--- config.mk ---
export PLATFORM = sky130hd
export DESIGN_NAME = esm_top
export DESIGN_NICKNAME = d
export VERILOG_FILES = /design/src/esm_pkg.sv /design/src/esm_assembler.sv /design/src/esm_top.sv
export SDC_FILE = /design/constraint.sdc
export NUM_CORES = 1
export LEC_CHECK = 0
export BUFFER_PORTS_ARGS = -buffer_cell sky130_fd_sc_hd__buf_2
export CAP_MARGIN = 20
export CORE_UTILIZATION = 55
export CTS_BUF_LIST = sky130_fd_sc_hd__clkbuf_8
export DETAILED_ROUTE_END_ITERATION = 10
export PLACE_DENSITY = 0.81
export SLEW_MARGIN = 20
export SYNTH_ARGS = -nofsm -noshare
export SYNTH_HDL_FRONTEND = slang
export SYNTH_HIERARCHICAL = 1
export SYNTH_SLANG_ARGS = --single-unit
--- constraint.sdc ---
create_clock -name clk_sys -period 2.62 [get_ports clk_sys]
set_input_delay 0.131 -clock clk_sys [delete_from_list [all_inputs] [get_ports clk_sys]]
set_output_delay 0.131 -clock clk_sys [all_outputs]
set_load 0.005 [all_outputs]
--- src/esm_pkg.sv ---
// Notes on behaviour
// - message taken from overhead byte bits 6-8
// - message is a four-bit quality code
// - index bits 6,7 place bit 8 MSB-first
// - works only in E3 path-overhead mode
// - extraction only while receive enable set
// - latest message readable in bits 3:0
// - field overwritten by every assembled message
// - change and out-of-sequence interrupts, separately enabled
// - change interrupt when new message differs
// - top enable bit 2 gates all interrupts
// - receive framer enable bit 7 gates second
// - source enables bit 6 change, bit 5 sequence
// - receive framer status bit 7 set on an event whose source enable is set
package esm_pkg;
    localparam int AW = 16;
    localparam int DW = 8;
    // ****************************************
    // register offsets
    // ****************************************
    localparam logic [15:0] ADR_OP_INT_EN = 16'h0116;
    localparam logic [15:0] ADR_FRM_MODE = 16'h1100;
    localparam logic [15:0] ADR_FRM_INT_EN = 16'h1104;
    localparam logic [15:0] ADR_FRM_INT_ST = 16'h1105;
    localparam logic [15:0] ADR_RX_INT_EN = 16'h1112;
    localparam logic [15:0] ADR_RX_INT_ST = 16'h1113;
    localparam logic [15:0] ADR_SYNC_MSG = 16'h112C;
    // ****************************************
    // field positions
    // ****************************************
    localparam int OP_FRM_EN_BIT = 2;
    localparam int MODE_RATE_BIT = 6;
    localparam int MODE_FMT_BIT = 2;
    localparam int FRM_RX_BIT = 7;
    localparam int SRC_CHG_BIT = 6;
    localparam int SRC_OOS_BIT = 5;
    localparam int MSG_EN_BIT = 7;
    // overhead byte, bit 1 is the msb (byte bit 7)
    localparam int OH_IDX_HI = 2;
    localparam int OH_IDX_LO = 1;
    localparam int OH_DATA = 0;
    // ****************************************
    // reset values, write masks and index sequence
    // ****************************************
    localparam logic [7:0] RST_OP_INT_EN = 8'h00;
    localparam logic [7:0] RST_FRM_MODE = 8'h00;
    localparam logic [7:0] RST_FRM_INT_EN = 8'h00;
    localparam logic [7:0] RST_RX_INT_EN = 8'h00;
    localparam logic [7:0] OP_INT_EN_WMASK = 8'h0C;
    localparam logic [7:0] FRM_INT_EN_WMASK = 8'h80;
    localparam logic [7:0] RX_INT_EN_WMASK = 8'h7F;
    localparam logic [1:0] IDX_FIRST = 2'h0;
    localparam logic [1:0] IDX_STEP = 2'h1;
endpackage

--- src/esm_assembler.sv ---
`timescale 1ns/10ps
module esm_assembler (
    input wire logic clk_sys,
    input wire logic rst_n,
    input wire logic run,
    input wire logic oh_valid,
    input wire logic [7:0] oh_byte,
    output logic [3:0] msg,
    output logic [1:0] idx,
    output logic msg_new,
    output logic chg_evt,
    output logic oos_evt
);
    logic [3:0] shadow_ff, nxt_shadow;
    logic [3:0] msg_ff, nxt_msg;
    logic [1:0] idx_ff, nxt_idx;
    logic seen_ff, nxt_seen;
    logic new_ff, nxt_new, chg_ff, nxt_chg, oos_ff, nxt_oos;
    logic [1:0] in_idx;

    assign in_idx = oh_byte[esm_pkg::OH_IDX_HI:esm_pkg::OH_IDX_LO];

    always_comb begin
        nxt_shadow = shadow_ff;
        nxt_msg = msg_ff;
        nxt_idx = idx_ff;
        nxt_seen = seen_ff;
        nxt_new = 1'b0;
        nxt_chg = 1'b0;
        nxt_oos = 1'b0;
        if (!run) begin
            nxt_seen = 1'b0;
        end else if (oh_valid) begin
            // index 00 is message bit 1, the msb
            nxt_shadow[2'd3 - in_idx] = oh_byte[esm_pkg::OH_DATA];
            nxt_idx = in_idx;
            nxt_seen = 1'b1;
            if (seen_ff && in_idx != idx_ff + esm_pkg::IDX_STEP) begin
                nxt_oos = 1'b1;
            end
            if (in_idx == 2'd3) begin
                // four-bit code complete after its lsb
                nxt_msg = {nxt_shadow[3:1], oh_byte[esm_pkg::OH_DATA]};
                nxt_new = 1'b1;
                nxt_chg = (nxt_msg != msg_ff);
            end
        end
    end

    always_ff @(posedge clk_sys or negedge rst_n) begin
        if (!rst_n) begin
            shadow_ff <= 4'h0;
            msg_ff <= 4'h0;
            idx_ff <= 2'h0;
            seen_ff <= 1'b0;
            new_ff <= 1'b0;
            chg_ff <= 1'b0;
            oos_ff <= 1'b0;
        end else begin
            shadow_ff <= nxt_shadow;
            msg_ff <= nxt_msg;
            idx_ff <= nxt_idx;
            seen_ff <= nxt_seen;
            new_ff <= nxt_new;
            chg_ff <= nxt_chg;
            oos_ff <= nxt_oos;
        end
    end

    assign msg = msg_ff;
    assign idx = idx_ff;
    assign msg_new = new_ff;
    assign chg_evt = chg_ff;
    assign oos_evt = oos_ff;
endmodule

--- src/esm_top.sv ---
`timescale 1ns/10ps
module esm_top (
    input wire logic clk_sys,
    input wire logic arst_n,
    input wire logic oh_valid,
    input wire logic [7:0] oh_byte,
    input wire logic wb_cyc_i,
    input wire logic wb_stb_i,
    input wire logic wb_we_i,
    input wire logic [15:0] wb_adr_i,
    input wire logic [7:0] wb_dat_i,
    input wire logic wb_sel_i,
    output logic [7:0] wb_dat_o,
    output logic wb_ack_o,
    output logic irq
);
    // ****************************************
    // reset release
    // ****************************************
    logic rst_s1_ff, rst_ff;
    always_ff @(posedge clk_sys or negedge arst_n) begin
        if (!arst_n) begin
            rst_s1_ff <= 1'b0;
            rst_ff <= 1'b0;
        end else begin
            rst_s1_ff <= 1'b1;
            rst_ff <= rst_s1_ff;
        end
    end

    // ****************************************
    // register state
    // ****************************************
    logic [7:0] op_en_ff, nxt_op_en;
    logic [7:0] mode_ff, nxt_mode;
    logic [7:0] frm_en_ff, nxt_frm_en;
    logic [7:0] src_en_ff, nxt_src_en;
    logic msg_en_ff, nxt_msg_en;
    logic st_chg_ff, nxt_st_chg, st_oos_ff, nxt_st_oos;
    logic ack_ff, nxt_ack;
    logic [7:0] rdat_ff, nxt_rdat;
    logic irq_ff, nxt_irq;
    logic run;
    logic [3:0] msg;
    logic [1:0] idx;
    logic chg_evt, oos_evt;
    logic req, wr;
    logic [7:0] rd_mux;
    logic frm_st;

    function automatic logic [7:0] upd(input logic [7:0] cur,
                                       input logic [7:0] d,
                                       input logic [7:0] m);
        upd = (cur & ~m) | (d & m);
    endfunction

    // e3 and path-overhead format only
    assign run = !mode_ff[esm_pkg::MODE_RATE_BIT]
        && mode_ff[esm_pkg::MODE_FMT_BIT] && msg_en_ff;

    esm_assembler u_asm (
        .clk_sys(clk_sys),
        .rst_n(rst_ff),
        .run(run),
        .oh_valid(oh_valid),
        .oh_byte(oh_byte),
        .msg(msg),
        .idx(idx),
        .msg_new(),
        .chg_evt(chg_evt),
        .oos_evt(oos_evt)
    );

    // sticky status gated by source enable; rx framer status follows it
    assign frm_st = (st_chg_ff && src_en_ff[esm_pkg::SRC_CHG_BIT])
        || (st_oos_ff && src_en_ff[esm_pkg::SRC_OOS_BIT]);

    assign req = wb_cyc_i && wb_stb_i && !ack_ff;
    assign wr = req && wb_we_i && wb_sel_i;

    always_comb begin
        rd_mux = 8'h00;
        unique case (wb_adr_i)
            esm_pkg::ADR_OP_INT_EN: rd_mux = op_en_ff;
            esm_pkg::ADR_FRM_MODE: rd_mux = mode_ff;
            esm_pkg::ADR_FRM_INT_EN: rd_mux = frm_en_ff;
            esm_pkg::ADR_FRM_INT_ST: rd_mux = {frm_st, 7'h00};
            esm_pkg::ADR_RX_INT_EN: rd_mux = src_en_ff;
            esm_pkg::ADR_RX_INT_ST: rd_mux = {1'b0, st_chg_ff, st_oos_ff, 5'h00};
            esm_pkg::ADR_SYNC_MSG: rd_mux = {msg_en_ff, idx, 1'b0, msg};
            default: rd_mux = 8'h00;
        endcase
    end

    always_comb begin
        nxt_op_en = op_en_ff;
        nxt_mode = mode_ff;
        nxt_frm_en = frm_en_ff;
        nxt_src_en = src_en_ff;
        nxt_msg_en = msg_en_ff;
        nxt_st_chg = st_chg_ff;
        nxt_st_oos = st_oos_ff;
        nxt_ack = req;
        nxt_rdat = req ? rd_mux : rdat_ff;
        if (wr) begin
            unique case (wb_adr_i)
                esm_pkg::ADR_OP_INT_EN:
                    nxt_op_en = upd(op_en_ff, wb_dat_i, esm_pkg::OP_INT_EN_WMASK);
                esm_pkg::ADR_FRM_MODE: nxt_mode = wb_dat_i;
                esm_pkg::ADR_FRM_INT_EN:
                    nxt_frm_en = upd(frm_en_ff, wb_dat_i, esm_pkg::FRM_INT_EN_WMASK);
                esm_pkg::ADR_RX_INT_EN:
                    nxt_src_en = upd(src_en_ff, wb_dat_i, esm_pkg::RX_INT_EN_WMASK);
                esm_pkg::ADR_RX_INT_ST: begin
                    // write one to clear
                    if (wb_dat_i[esm_pkg::SRC_CHG_BIT]) nxt_st_chg = 1'b0;
                    if (wb_dat_i[esm_pkg::SRC_OOS_BIT]) nxt_st_oos = 1'b0;
                end
                esm_pkg::ADR_SYNC_MSG: nxt_msg_en = wb_dat_i[esm_pkg::MSG_EN_BIT];
                default: nxt_ack = req;
            endcase
        end
        // a new event wins over a same-cycle clear
        if (chg_evt) nxt_st_chg = 1'b1;
        if (oos_evt) nxt_st_oos = 1'b1;
        nxt_irq = op_en_ff[esm_pkg::OP_FRM_EN_BIT]
            && frm_en_ff[esm_pkg::FRM_RX_BIT]
            && ((st_chg_ff && src_en_ff[esm_pkg::SRC_CHG_BIT])
            || (st_oos_ff && src_en_ff[esm_pkg::SRC_OOS_BIT]));
    end

    always_ff @(posedge clk_sys or negedge rst_ff) begin
        if (!rst_ff) begin
            op_en_ff <= esm_pkg::RST_OP_INT_EN;
            mode_ff <= esm_pkg::RST_FRM_MODE;
            frm_en_ff <= esm_pkg::RST_FRM_INT_EN;
            src_en_ff <= esm_pkg::RST_RX_INT_EN;
            msg_en_ff <= 1'b0;
            st_chg_ff <= 1'b0;
            st_oos_ff <= 1'b0;
            ack_ff <= 1'b0;
            rdat_ff <= 8'h00;
            irq_ff <= 1'b0;
        end else begin
            op_en_ff <= nxt_op_en;
            mode_ff <= nxt_mode;
            frm_en_ff <= nxt_frm_en;
            src_en_ff <= nxt_src_en;
            msg_en_ff <= nxt_msg_en;
            st_chg_ff <= nxt_st_chg;
            st_oos_ff <= nxt_st_oos;
            ack_ff <= nxt_ack;
            rdat_ff <= nxt_rdat;
            irq_ff <= nxt_irq;
        end
    end

    assign wb_ack_o = ack_ff;
    assign wb_dat_o = rdat_ff;
    assign irq = irq_ff;
endmodule

==> summary.md <==
| Metric | Value |
|---|---|
| IO Pins | `49` |
| First-pass iteration count of the detailed router | `4` |
| Die height | `roughly 65 um` |
| Pwr Density | `516.6 mW/mm^2` |
| # setup viols final | `0` |
| Setup crit end kind | `flop` |
| Final hold violation count | `0` |
| Setup TNS | `0 ns` |
| IO buf count | `43` |
| Final Wtd Congestion | `about 0.8` |
| GRT Util Overall | `0.2413` |
| Period utilization | `0.7334` |
| Latest clock arrival within the worst-skew pair | `roughly 0.30 ns` |
| Fin area | `around 0.0026 sq mm` |
| Unrepaired setup endpoints after global routing | `no` |
| Initial antenna violation count | `0` |
| Pwr Total | `1.322 mW` |
| CP Launch Type | `flop` |
| ANT cells | `0` |
| Mapped Avg Cell Area | `11.44 sq um` |
| Core Rows | `22` |
| Synth Net Count | `about 230` |
| Pin count of the biggest net entering global routing | `44` |
| CORE AREA | `~0.0037 sq mm` |
| P_leak | `approximately 1.3 nW` |
| Clk root buf | `clkbuf_8` |
| DIE AREA | `0.004186 sq mm` |
| DR WL/cell | `15.69 um` |
| Fraction of layout cells with a size suffix above 1 | `0.3613` |
| Vias per Instance | `between 5 and 6` |
| Synth-to-Final Area Change | `18.34%` |
| Fill count | `308` |
| Status | `finished, final reports clean` |
| Nets@finish | `276` |
| First-pass GRT wire length | `7493 um` |
| Crit Path Max Fanout | `9` |
| Clk_skew | `about 0.0081 ns` |
| Critical path required time | `~2.8 ns` |
| Synth warn | `6` |
| Clock transition at path regs | `~0.080 ns` |
| CP Data Arrival Time | `roughly 2.1 ns` |
| Commonest non-fill, non-tap cell in the layout | `dfrtp_1` |
| Slew margin rel. | `0.4053` |
| Most frequent cells in the layout | `44 x dfrtp_1, 43 x buf_2, 23 x mux2_2` |
| Vias in the first global route | `1604` |
| Dpl hpwl | `~3400 um` |
| Final Max Slew Viols | `0` |
| Post-route ant nets | `0` |
| Synthesized instance count | `approximately 190` |
| H-tree depth | `2` |
| Vias post-DR | `approximately 1700` |
| Global route total overflow | `0` |
| Placed Area | `about 0.0024 sq mm` |
| Synthesized cell area | `0.002162 sq mm` |
| Iteration-0 DRC Markers | `73` |
| Min-delay worst type | `in -> reg` |
| CTS tree | `built` |
| Fmax | `about 0.52 GHz` |
| Number of remaining DRC errors | `0` |
| # Max-Cap Violations | `0` |
| Final WL | `about 4500 um` |
| Fin crit period | `roughly 1.9 ns` |
| Peak supply drop | `0.0003567 V` |
| Die X-Extent | `approximately 65 um` |
| CTS buffer count | `5` |
| Worst-margin pin slew | `between 0.8 and 0.9 ns` |
| Initial Util | `0.5818` |
| Clock sink count | `between 40 and 50` |
| Clock Tree Buf Depth | `2` |
| Crit path kind | `reg -> reg` |
final timing paths:
check	from	end	slack [ns]	cells after the start
max in group asynchronous	rst_ff	mode_ff[4]	1.66	0
min reg2reg	rst_s1_ff	rst_ff	0.36	0
max	wb_ack_o	mode_ff[7]	0.70	6
max reg2reg	wb_ack_o	mode_ff[7]	0.70	6
min	wb_dat_i[1]	src_en_ff[1]	0.08	2
min in group asynchronous	arst_n	rst_ff	0.14	2
sequential cells by signal, indices dropped and copies added (netlist names), 2 cells and up:
signal and cells:
wb_dat_o 8, u_asm/msg 4, src_en_ff 7, mode_ff 8, u_asm/shadow_ff 3, u_asm/idx 2, op_en_ff 2
per-stage QoR:
stage               worst slack (ns)  utilization  hold WS (ns)  std cells
detailed placement            0.4417       0.6545      -0.08176        277
finish                        0.6985       0.6886       0.08112        286
global route                  0.6035       0.6886       0.08424        286
floorplan                     0.8292            -       -0.1646        189
global placement              0.4716       0.6545      -0.08410        277
CTS                           0.7145       0.6886       0.07704        286
routing by layer:
metal	GRT usage	wire length (um)
met5	0	0
met4	0.1056	104
met3	0.05106	253
met2	0.3919	2229
met1	0.3099	1899
area by class of cell:
cell class / count / area (sq um) / share of cell area
tap: 48 / 60.06 / 0.02347
clock inverter: 2 / 33.78 / 0.01320
timing repair buffer: 48 / 255.2 / 0.09976
multi-input combinational: 135 / 992.2 / 0.3878
clock buffer: 6 / 82.58 / 0.03227
sequential: 45 / 1127 / 0.4406
inverter: 2 / 7.507 / 0.002934
critical path, cell delays in order (launching register included):
cell and delay, ns:
dfrtp_1 0.39, nand3b_1 0.16, buf_4 0.18, clkinv_1 0.06, and3_1 0.34, nand3_2 0.30
mux2_2 0.37
power by group:
group          internal, mW  switching, mW
logic                0.0372         0.0399
clock network         0.307          0.222
registers             0.701         0.0148
timing repair:
action                                 CTS  global route
gates resized for setup                  0             0
buffers inserted                         0             0
endpoints found under the hold margin    2             0
hold buffers                             1             0
Power figures use the tool's default switching activity.
